$ cat src/pkg/sps_pkg.sv
// Constants and types for the stepper phase sequencer.
// Assumes a 200 MHz system clock; all motor inputs arrive asynchronously.
`default_nettype none
package sps_pkg;
  localparam int unsigned SPS_CLK_MHZ = 200;
  localparam int unsigned SPS_RESET_MIN_US = 4;
  localparam int unsigned SPS_RESET_MIN_CYC = SPS_RESET_MIN_US * SPS_CLK_MHZ;
  localparam int unsigned SPS_STEP_MAX_KHZ = 50;
  localparam int unsigned SPS_PULSE_MIN_US = 10;
  localparam int unsigned SPS_PULSE_MIN_CYC = SPS_PULSE_MIN_US * SPS_CLK_MHZ;
  localparam int unsigned SPS_SETUP_US = 4;
  localparam int unsigned SPS_SETUP_CYC = SPS_SETUP_US * SPS_CLK_MHZ;
  // Position index in half steps, 0..7; even = two windings on
  localparam logic [2:0] SPS_POS_RESET = 3'h0;
  localparam logic [2:0] SPS_POS_ONE = 3'h1;
  localparam logic [2:0] SPS_POS_TWO = 3'h2;
  // Phase output order {a, a_bar, b, b_bar}
  localparam logic [3:0] SPS_PHASE_OFF = 4'h0;
  localparam logic [1:0] SPS_SYNC_RESET = 2'h0;

  typedef struct packed {
    logic [1:0] step_sync;
    logic [1:0] dir_sync;
    logic [1:0] mode_sync;
    logic [1:0] en_sync;
    logic [1:0] rst_sync;
    logic step_last;
    logic [2:0] pos;
    logic [3:0] phase;
  } sps_state_s;
endpackage : sps_pkg
`default_nettype wire

$ cat src/design/sps_sequencer.sv
// Stepper phase sequencer: four phase drive outputs from step, direction and mode.
// Assumes the host meets pulse width and setup/hold around step rising edges.
//
// What this block does
// - After reset pattern starts at fixed state, first drive gate on first.
// - Direction and mode sampled and position moves only on step clock rising edge.
// - Direction select level chooses forward or reverse phase order.
// - Enable low forces all four outputs off; high drives pattern.
// - Enable toggling keeps position; steps still move it while disabled, and driving resumes there.
// - Mode low gives two-phase, mode high gives one-two-phase stepping.
// - Reset low clears sequence and cuts all four outputs.
// - After reset, drive A and B-bar windings as initial combination.
// - Mode change keeps position, continues from equivalent phase.
`default_nettype none
module sps_sequencer
  import sps_pkg::*;
(
  input wire logic clk,
  input wire logic reset_n,
  input wire logic step_clock,
  input wire logic direction_select,
  input wire logic mode_select,
  input wire logic output_enable,
  input wire logic sequence_reset_n,
  output logic phase_a,
  output logic phase_a_bar,
  output logic phase_b,
  output logic phase_b_bar
);

  sps_state_s st_r;
  sps_state_s st_nxt;

  // Synchronised pin levels
  logic step_s;
  logic dir_s;
  logic mode_s;
  logic en_s;
  logic run_s;

  // Step edge and move helpers
  logic rise;
  logic [2:0] stride;
  logic [2:0] pos_step;
  logic [3:0] pattern_now;
  logic [3:0] drive;

  // Two-flop synchroniser shift
  function automatic logic [1:0] sps_sync2(
    input logic [1:0] q,
    input logic d
  );
    logic [1:0] n;

    n = {q[0], d};
    return n;
  endfunction

  // Half-step position to winding pattern {a, a_bar, b, b_bar}
  function automatic logic [3:0] sps_pattern(
    input logic [2:0] pos
  );
    logic [3:0] p;

    p = SPS_PHASE_OFF;
    case (pos)
      3'h0: begin
        p = 4'h9;
      end
      3'h1: begin
        p = 4'h8;
      end
      3'h2: begin
        p = 4'hA;
      end
      3'h3: begin
        p = 4'h2;
      end
      3'h4: begin
        p = 4'h6;
      end
      3'h5: begin
        p = 4'h4;
      end
      3'h6: begin
        p = 4'h5;
      end
      3'h7: begin
        p = 4'h1;
      end
      default: begin
        p = SPS_PHASE_OFF;
      end
    endcase
    return p;
  endfunction

  // Half step in one-two-phase; two-phase lands on the next two-on state
  function automatic logic [2:0] sps_stride(
    input logic half,
    input logic odd
  );
    logic [2:0] s;

    s = SPS_POS_ONE;
    if (half) begin
      s = SPS_POS_ONE;
    end else if (odd) begin
      s = SPS_POS_ONE;
    end else begin
      s = SPS_POS_TWO;
    end
    return s;
  endfunction

  // One move, wrapping over the eight half steps
  function automatic logic [2:0] sps_move(
    input logic [2:0] base,
    input logic [2:0] amount,
    input logic reverse
  );
    logic [2:0] n;

    n = base;
    if (reverse) begin
      n = 3'(base - amount);
    end else begin
      n = 3'(base + amount);
    end
    return n;
  endfunction

  // Enable masks the pattern only
  function automatic logic [3:0] sps_gate(
    input logic [3:0] pattern,
    input logic enable
  );
    logic [3:0] g;

    g = SPS_PHASE_OFF;
    if (enable) begin
      g = pattern;
    end
    return g;
  endfunction

  // Next-state logic
  always_comb begin
    st_nxt = st_r;

    // Second-stage synchroniser outputs
    step_s = st_r.step_sync[1];
    dir_s = st_r.dir_sync[1];
    mode_s = st_r.mode_sync[1];
    en_s = st_r.en_sync[1];
    run_s = st_r.rst_sync[1];

    // Helper defaults
    rise = 1'h0;
    stride = SPS_POS_ONE;
    pos_step = st_r.pos;
    pattern_now = SPS_PHASE_OFF;
    drive = SPS_PHASE_OFF;

    // Every pin passes two flops first
    st_nxt.step_sync = sps_sync2(st_r.step_sync, step_clock);
    st_nxt.dir_sync = sps_sync2(st_r.dir_sync, direction_select);
    st_nxt.mode_sync = sps_sync2(st_r.mode_sync, mode_select);
    st_nxt.en_sync = sps_sync2(st_r.en_sync, output_enable);
    st_nxt.rst_sync = sps_sync2(st_r.rst_sync, sequence_reset_n);

    // Edge detector keeps tracking in sequence reset, so release makes no false step
    st_nxt.step_last = step_s;
    rise = step_s && !st_r.step_last;

    stride = sps_stride(mode_s, st_r.pos[0]);
    pos_step = sps_move(st_r.pos, stride, dir_s);
    pattern_now = sps_pattern(st_r.pos);
    drive = sps_gate(pattern_now, en_s);

    // Position: cleared in sequence reset, moved on each step edge
    if (!run_s) begin
      st_nxt.pos = SPS_POS_RESET;
    end else if (rise) begin
      st_nxt.pos = pos_step;
    end else begin
      st_nxt.pos = st_r.pos;
    end

    // Phases: off in sequence reset, else the gated pattern of the held position
    if (!run_s) begin
      st_nxt.phase = SPS_PHASE_OFF;
    end else begin
      st_nxt.phase = drive;
    end
  end

  // State register
  always_ff @(posedge clk or negedge reset_n) begin
    if (!reset_n) begin
      st_r <= '0;
    end else begin
      st_r <= st_nxt;
    end
  end

  // Outputs straight from the phase register
  assign phase_a = st_r.phase[3];
  assign phase_a_bar = st_r.phase[2];
  assign phase_b = st_r.phase[1];
  assign phase_b_bar = st_r.phase[0];

endmodule // sps_sequencer
`default_nettype wire

$ cat config.mk
export PLATFORM = sky130hd
export DESIGN_NAME = sps_sequencer
export DESIGN_NICKNAME = d
export VERILOG_FILES = /design/src/pkg/sps_pkg.sv /design/src/design/sps_sequencer.sv
export SDC_FILE = /design/constraint.sdc
export NUM_CORES = 1
export LEC_CHECK = 0
export BUFFER_PORTS_ARGS = -buffer_cell sky130_fd_sc_hd__buf_4
export CORE_UTILIZATION = 42
export CTS_BUF_LIST = sky130_fd_sc_hd__clkbuf_4 sky130_fd_sc_hd__clkbuf_8
export DETAILED_ROUTE_END_ITERATION = 16
export SLEW_MARGIN = 25
export SYNTH_ARGS = -nofsm -noshare
export SYNTH_HDL_FRONTEND = slang
export SYNTH_SLANG_ARGS = --single-unit
$ cat constraint.sdc
create_clock -name clk -period 2.75 [get_ports clk]
set_input_delay 0.1375 -clock clk [delete_from_list [all_inputs] [get_ports clk]]
set_output_delay 0.1375 -clock clk [all_outputs]
set_load 0.005 [all_outputs]
---- Word-level counts from Yosys, hierarchy flattened ----
Memory sizes are Yosys's and may differ from the RTL's.
Index checks and enable logic that the tools add are counted.
word-level totals
  output and inout port bits .............. 4
  flip-flop bits (word level) ............. 18
  bits in read-only memories .............. 32
  memories kept ........................... 1
  logic and storage cells ................. 21
memories
  name             depth  width  read ports  clocked after Yosys merged registers in  wr ports  RTL line             RTL
  (no name shown)  8      4      1           0                                        0         sps_sequencer.sv:66  case (pos)
operators by class
  reductions and logical operators ........ 2
  $add $sub $neg .......................... 2
  mux-type cells .......................... 7
  eq/ne operators ......................... 1
operators by type and width
  operator                                        number
  2-to-1 mux 3 bit                                4
  2-to-1 mux 4 bit                                2
  adder 3 bit                                     1
  subtractor 3 bit                                1
  2-to-1 mux 2 bit                                1
  != test 2 x 1 -> 1 bit (second input constant)  1
  logical AND 1 bit                               1
  zero test 1 bit                                 1

---- Logic depth before layout (Yosys ltp) ----
Gate-level depths: netlist (run 1).
  word-level depth ........................ 6
  depth in mapped cells ................... 5

---- Worst setup path before layout (run 1) ----
OpenSTA, ideal clock, no wires.
  path type ............................... reg-to-reg
  start point ............................. reg st_r[4] (netlist bit)
  end point ............................... reg st_r[6] (netlist bit)
  clock period less this slack ............ 1.612 ns
  buffers on the path ..................... 0
  data arrival time ....................... 1.535 ns
  stages on the path, launching flop included .. 6
  slack ................................... 1.138 ns
  cells stage by stage .................... dfrtp_1 o21a_1 fa_1 xnor2_1 or3_1 a21boi_1
between the ends
  word-level cells in the longest chain between the ends .. 6
  elaborated cells on any way between the ends .. 7
  those cells by class .................... add/sub (2); mux (5)
ends and longest elaborated chain
  what                                             RTL line                                    RTL
  start, declared                                  sps_sequencer.sv:31                         sps_state_s st_r;
  start signal, assigned                           sps_sequencer.sv:203                        st_r <= st_nxt;
  2-to-1 mux 2 bit                                 sps_sequencer.sv:108                        end else if (odd) begin
  2-to-1 mux 3 bit                                 sps_sequencer.sv:106                        if (half) begin
  adder 3 bit or subtractor 3 bit (tied branches)  sps_sequencer.sv:128, sps_sequencer.sv:126
  2-to-1 mux 3 bit (*)                             sps_sequencer.sv:125                        if (reverse) begin
  2-to-1 mux 3 bit (*)                             sps_sequencer.sv:184                        end else if (rise) begin
  2-to-1 mux 3 bit (*)                             sps_sequencer.sv:182                        if (!run_s) begin
Every way passes the cells marked *; elsewhere a longest branch is shown, timed or not. The select of a mux whose other input is x is not followed.
A chain may end at the register's enable or synchronous reset.

---- Final worst setup path (run 1) ----
Same ends and word-level chain as after synthesis.

==> impl_results.md, run 1 <==
* TritonCTS Buffers at 3
* Min cycle time layout at 1762 ps
* Post-DRT Antenna Nets at 0
* Die footprint at 0.001623 mm²
* First-pass iteration count of the detailed router at 4
* Worst Setup End Kind: flip-flop
* CP Class: reg -> reg
* Worst Path Required at 2960 ps
* Synth top area share at 73.17%
* Setup violations, final at 0
* Synth Cell Area at 615.6 µm²
* Remaining DRCs at 0
* CTS clk-pin slew, worst paths at 90 ps
* Avg Cell Area, Syn at 15.01 µm²
* Largest net degree at the start of global routing at 19
* Post-synth cell types at 18
* Setup_tns at 0 ps
* Critical-path maximum fanout at 6
* Yosys reg bits at 18
* Nature of the critical path startpoint: flip-flop
* Vias at 371
* Ports at 11
* Fill cells at 110
* Most instantiated library cell after synthesis: dfrtp_1
* Dominant synthesized flop cell: dfrtp_1
* Final Wtd Congestion at 0.6231
* CTS tree: done
* Clk buf depth at 2
* Outcome: completed
* Routed len/inst at 11.62 µm
* Seq/Total Area, Yosys at 73.17%
* Area occupied by multi-input gates at 161.4 µm²
* Max Clk Rate at 567.7 MHz
* Post-CTS Setup Bufs at 0
* Die height at 40.29 µm
* Critical Path AT at 1970 ps
* Total GRT Usage at 14.93%
* Synthesized Nets at 49
* Slew @ Worst Pin at 251.4 ps
* Starting Density at 46.15%
* Starting DRC count in detailed routing at 1
* Area leader, netlist: dfrtp_1
* Post-Syn Instances at 41
* Vias in the first global route at 382
* Cell area after layout at 805.8 µm²
* Root buffer cell: clkbuf_4
* Min-Delay Path Class: in -> async
* Power Dens Cells at 606.3 mW/mm²
* Final WL at 883 µm
* H-tree depth at 1
* Die width at 40.29 µm
* Synth warn at 0
* Peak supply drop at 0.3633 mV
* Gr ovfl total at 0
* Max-slew headroom at 83.24%
* RSZ-0062 raised after global routing: no
* Async SR Flop Fraction at 100.0%
* I/O Buffers at 10
* Area Growth Syn to Fin at 30.89%
* Initial antenna violation count at 0
* EDFF count, synth at 0
* Layout Nets at 70
* Worst reg2reg path depth at 5
* Share of cells above drive strength 1 at 26.23%
* CORE AREA at 0.001334 mm²
* Std-Cell Rows at 13
* Ant diodes at 0
* Max Slew Vio Count at 0
* Final hold vios at 0
* Clk sink count at 18
* Max_cap viols at 0
* FF+latch area at 450.4 µm²
* Final period utilization at 64.06%
* Top cells by count, synth: dfrtp_1 (18), nor2_1 (3), nor2b_1 (3)
* Clock Skews at 3.366 ps
* Post-CTS resize count at 0
* P_leak at 0.3830 nW
* Routed vias/inst at 4.882
* Worst-skew pair later-pin latency at 280 ps
* Post-DP Area at 709.4 µm²
* Dominant cells by area after synthesis: dfrtp_1 (73%), fa_1 (3.3%), mux2i_1 (3.3%), nor2b_1 (3.0%), nand2b_4 (2.2%)
* First-pass GRT wire length at 1435 µm
* Hold buffers post-CTS at 6
layout by cell type (no fill, tap or decap), drive strengths merged, types with 2 or more instances in the layout:
cell type | synthesis | routed
dfrtp | 18 | 18
buf | 0 | 10
dlygate4sd3 | 0 | 6
clkbuf | 0 | 4
nor2 | 3 | 3
nor2b | 3 | 3
a21oi | 2 | 2
mux2i | 2 | 2
nand2b | 2 | 2
report_power, final:
part | switching (mW) | internal (mW) | total (mW)
Combinational | 0.0183 | 0.0274 | 0.0457
Sequential | 0.0104 | 0.278 | 0.289
Clock | 0.0735 | 0.0805 | 0.154
Total | 0.102 | 0.386 | 0.489
flip-flops by register name (all words and copies together) (netlist names):
register and flops:
dir_s 1, en_s 1, mode_s 1, phase_a 1, phase_a_bar 1, phase_b 1, phase_b_bar 1, run_s 1
st_nxt 6, st_r 4
critical path: stages, from the launching register on:
cell,delay (ps)
dfrtp_1,450
o21a_1,210
fa_1,400
xnor2_1,150
or3_1,310
a21boi_1,170
stage by stage:
stage	hold slack [ps]	utilization, %	power (mW)	cells	setup WS, ps
after floorplan	-158.1	-	0.3121	41	1138
after global placement	8.558	53.19	0.3304	66	1097
after detailed placement	13.94	53.19	0.3342	66	1004
after CTS	243.4	60.41	0.4976	76	977.7
after global routing	245.6	60.41	0.5210	76	922.5
final	242.4	60.41	0.4885	76	988.5
cell type report:
cell class / count / share of cell area [%]
inverter: 1 / 0.4658
sequential: 18 / 55.90
multi-input combinational: 22 / 20.03
tap: 15 / 2.329
clock buffer: 4 / 4.503
timing repair buffer: 16 / 16.77
cells by family after synthesis:
| logic type | count (synthesis) | share of synthesized area [%] |
|---|---|---|
| AOI/OAI and AO/OA | 5 | 4.878 |
| xor gates and xnor gates | 1 | 1.423 |
| adders and majority gates | 1 | 3.252 |
| buffers and inverters | 1 | 0.6092 |
| DFF | 18 | 73.17 |
| muxes | 3 | 5.081 |
| and+or+nand+nor | 12 | 11.59 |
final timing paths:
| path | startpoint | slack (ps) | to |
|---|---|---|---|
| max | st_r[4] | 990 | st_r[6] |
| min | reset_n | 240 | st_r[5] |
| max reg2reg | st_r[4] | 990 | st_r[6] |
| min reg2reg | st_nxt[15] | 360 | dir_s |
| max in group asynchronous | reset_n | 2320 | st_nxt[13] |
| min in group clk | st_nxt[15] | 360 | dir_s |
layer usage:
layer	global-route usage (%)	vias up	share of wire, %
li1	-	174	-
met1	12.87	182	39
met2	28.23	15	55
met3	5.000	0	6.2
met4	10.00	0	0
met5	0	-	0
Note: power is estimated with default switching activity, not from simulation.
==> inputs of run 2 (changes only) <==
Settings changed: PLACE_DENSITY set to 0.65.
Clock period 2.75 ns to 1.5 ns, I/O delays scaled along.
==> run 2 against run 1 <==
Against the previous run:
- the flow now finishes with violations (setup timing)
- maximum frequency rose by 12%
- first-iteration DRC count rose to 7.0 times the previous value
- register-to-register slack got worse by 1100 ps
- die area did not move
- design area rose by 2.3%
- cell count rose by 2.6%
- critical path depth did not move
- critical path type unchanged
==> impl_results.md, run 2 (synthesis results as in run 1) <==
* TritonCTS Buffers at 3 (unchanged)
* Routed vias/inst at 4.731 (was 4.882)
* Die width at 40.29 µm (unchanged)
* Min cycle time layout at 1572 ps (was 1762 ps)
* Commonest non-fill, non-tap cell in the layout: dfrtp_1 (unchanged)
* Total GRT Usage at 15.48% (was 14.93%)
* Final worst-path setup slack at -72.44 ps (was 988.5 ps)
* Starting DRC count in detailed routing at 7 (was 1)
* Crit path launch: mode_s (was st_r[4])
* Worst Setup End Kind: flip-flop (unchanged)
* Violated checks: setup timing
* Final WL at 940 µm (was 883 µm)
* Ant diodes at 0 (unchanged)
* Root buffer cell: clkbuf_4 (unchanged)
* Worst reg2reg path depth at 5 (unchanged)
* Commonest cells after routing, fill and taps aside: dfrtp_1 (18), buf_4 (13), dlygate4sd3_1 (6) (was dfrtp_1 (18), buf_4 (10), dlygate4sd3_1 (6))
* Starting Density at 46.15% (unchanged)
* Clk buf depth at 2 (unchanged)
* Critical Path AT at 1790 ps (was 1970 ps)
* Min-Delay Path Class: in -> async (unchanged)
* Peak supply drop at 0.5328 mV (was 0.3633 mV)
* Nature of the critical path startpoint: flip-flop (unchanged)
* HPWL after DPL at 676.7 µm
* Power Dens Cells at 1031 mW/mm² (was 606.3 mW/mm²)
* H-tree depth at 1 (unchanged)
* Vias at 369 (was 371)
* CTS tree: done (unchanged)
* Worst Path Required at 1720 ps (was 2960 ps)
* CP endpoint: st_r[6] (unchanged)
* CTS clk-pin slew, worst paths at 90 ps (about the same)
* R2R Setup Slk at -70 ps (was 990 ps)
* Slew @ Worst Pin at 221.8 ps (was 251.4 ps)
* Area Growth Syn to Fin at 33.94% (was 30.89%)
* Remaining DRCs at 0 (unchanged)
* Worst-skew pair later-pin latency at 290 ps (was 280 ps)
* Die footprint at 0.001623 mm² (unchanged)
* Share of cells above drive strength 1 at 31.75% (was 26.23%)
* Post-CTS resize count at 0 (unchanged)
* Std-Cell Rows at 13 (unchanged)
* Final hold vios at 0 (unchanged)
* Max-slew headroom at 85.21% (was 83.24%)
* Setup violations, final at 1 (was 0)
* P_leak at 0.3920 nW (was 0.3830 nW)
* First-pass GRT wire length at 1462 µm (was 1435 µm)
* Clk sink count at 18 (unchanged)
* First-pass iteration count of the detailed router at 4 (unchanged)
* Crit-path leading delay family: flip-flops (unchanged)
* FF-to-FF Start: mode_s (was st_r[4])
* Final period utilization at 104.8% (was 64.06%)
* Final Wtd Congestion at 0.6773 (was 0.6231)
* CP Class: reg -> reg (unchanged)
* RSZ-0062 raised after global routing: yes (was no)
* Clock Skews at 2.798 ps (was 3.366 ps)
* Crit-path cells: o21a_1, fa_2, xnor2_1, or3_1, a21boi_1 (was o21a_1, fa_1, xnor2_1, or3_1, a21boi_1)
* Layout Nets at 73 (was 70)
* I/O Buffers at 10 (unchanged)
* Initial antenna violation count at 0 (unchanged)
* Final core utilization at 61.82% (was 60.41%)
* CORE AREA at 0.001334 mm² (unchanged)
* Slowest stage delay, CP at 400 ps (was 450 ps)
* Max Clk Rate at 636.0 MHz (was 567.7 MHz)
* Largest net degree at the start of global routing at 19 (unchanged)
* Post-DRT Antenna Nets at 0 (unchanged)
* Post-CTS Setup Bufs at 0 (unchanged)
* Slowest cell on crit path: dfrtp_1 (unchanged)
* R2R Path End: st_r[6] (unchanged)
* Levels on crit path at 5 (unchanged)
* Max reg flops at 6 (unchanged)
* Outcome: finished with violations (was completed)
* Critical-path maximum fanout at 2 (was 6)
* Max_cap viols at 0 (unchanged)
* Ports at 11 (unchanged)
* Place WS at -67.56 ps (was 1004 ps)
* Vias in the first global route at 330 (was 382)
* Routed len/inst at 12.05 µm (was 11.62 µm)
* Gr ovfl total at 0 (unchanged)
* Max Slew Vio Count at 0 (unchanged)
* Worst Path Buf+Inv at 0 (unchanged)
* Die height at 40.29 µm (unchanged)
==> run 2: cell count changes in the layout (fill, tap and decap cells not counted), sizes merged <==
cell    change
clkbuf      -1
buf         +3
==> run 2: final cells by class <==
type	count	area [µm²]
Fill cell	108	509.2
Clock buffer	3	22.52
Tap cell	15	18.77
Timing Repair Buffer	19	157.7
Multi-Input combinational cell	22	171.4
Sequential cell	18	450.4
Inverter	1	3.754
==> run 2: repair_timing <==
item | in CTS | in global routing
pin swaps | 1 | 0
setup endpoints to repair | 1 | 1
cloned | 0 | 0
endpoints found under the hold margin | 23 | 0
hold buffers | 6 | 0
==> run 2: worst min-delay path by stage <==
| stage | start | endpoint | cells past startpoint |
|---|---|---|---|
| after global routing | reset_n | st_r[5] | 2 |
| final | reset_n | st_r[5] | 2 |
| after detailed placement | reset_n | st_r[5] | 1 |
| after global placement | reset_n | phase_a | 1 |
| after CTS | reset_n | st_r[5] | 2 |
| after floorplan | reset_n | dir_s | 0 |
==> run 2: routing by layer <==
| layer | part of all wire (%) | GRT usage, % | up-vias |
|---|---|---|---|
| met5 | 0 | 0 | - |
| met4 | 2.9 | 12.50 | 0 |
| met3 | 5.6 | 5.000 | 3 |
| met2 | 47 | 21.77 | 14 |
| met1 | 44 | 19.34 | 173 |
| li1 | - | - | 179 |
==> run 2: report_power, final <==
| part | switching (mW) | internal, mW |
|---|---|---|
| Sequential | 0.0158 | 0.510 |
| Clock | 0.131 | 0.0934 |
| Combinational | 0.0400 | 0.0594 |
| Total | 0.187 | 0.663 |
==> run 2: worst reg2reg max path, stage by stage (launching register included) <==
cell and delay [ps]:
dfrtp_1 400, o21a_1 200, fa_2 330, xnor2_1 130, or3_1 310, a21boi_1 120
==> run 2: stage by stage <==
step                cell area [µm²]  hold slack [ps]  power (mW)  std cells  TNS, ps
floorplan                     625.6           -220.6      0.5756         41   -38.03
global placement              742.0           -57.19      0.6166         69   -9.899
detailed placement            742.0           -48.98      0.6245         69   -67.56
CTS                           824.5            174.3      0.8645         78   -82.37
global route                  824.5            189.1      0.9016         78   -151.9
finish                        824.5            179.7      0.8504         78   -72.44
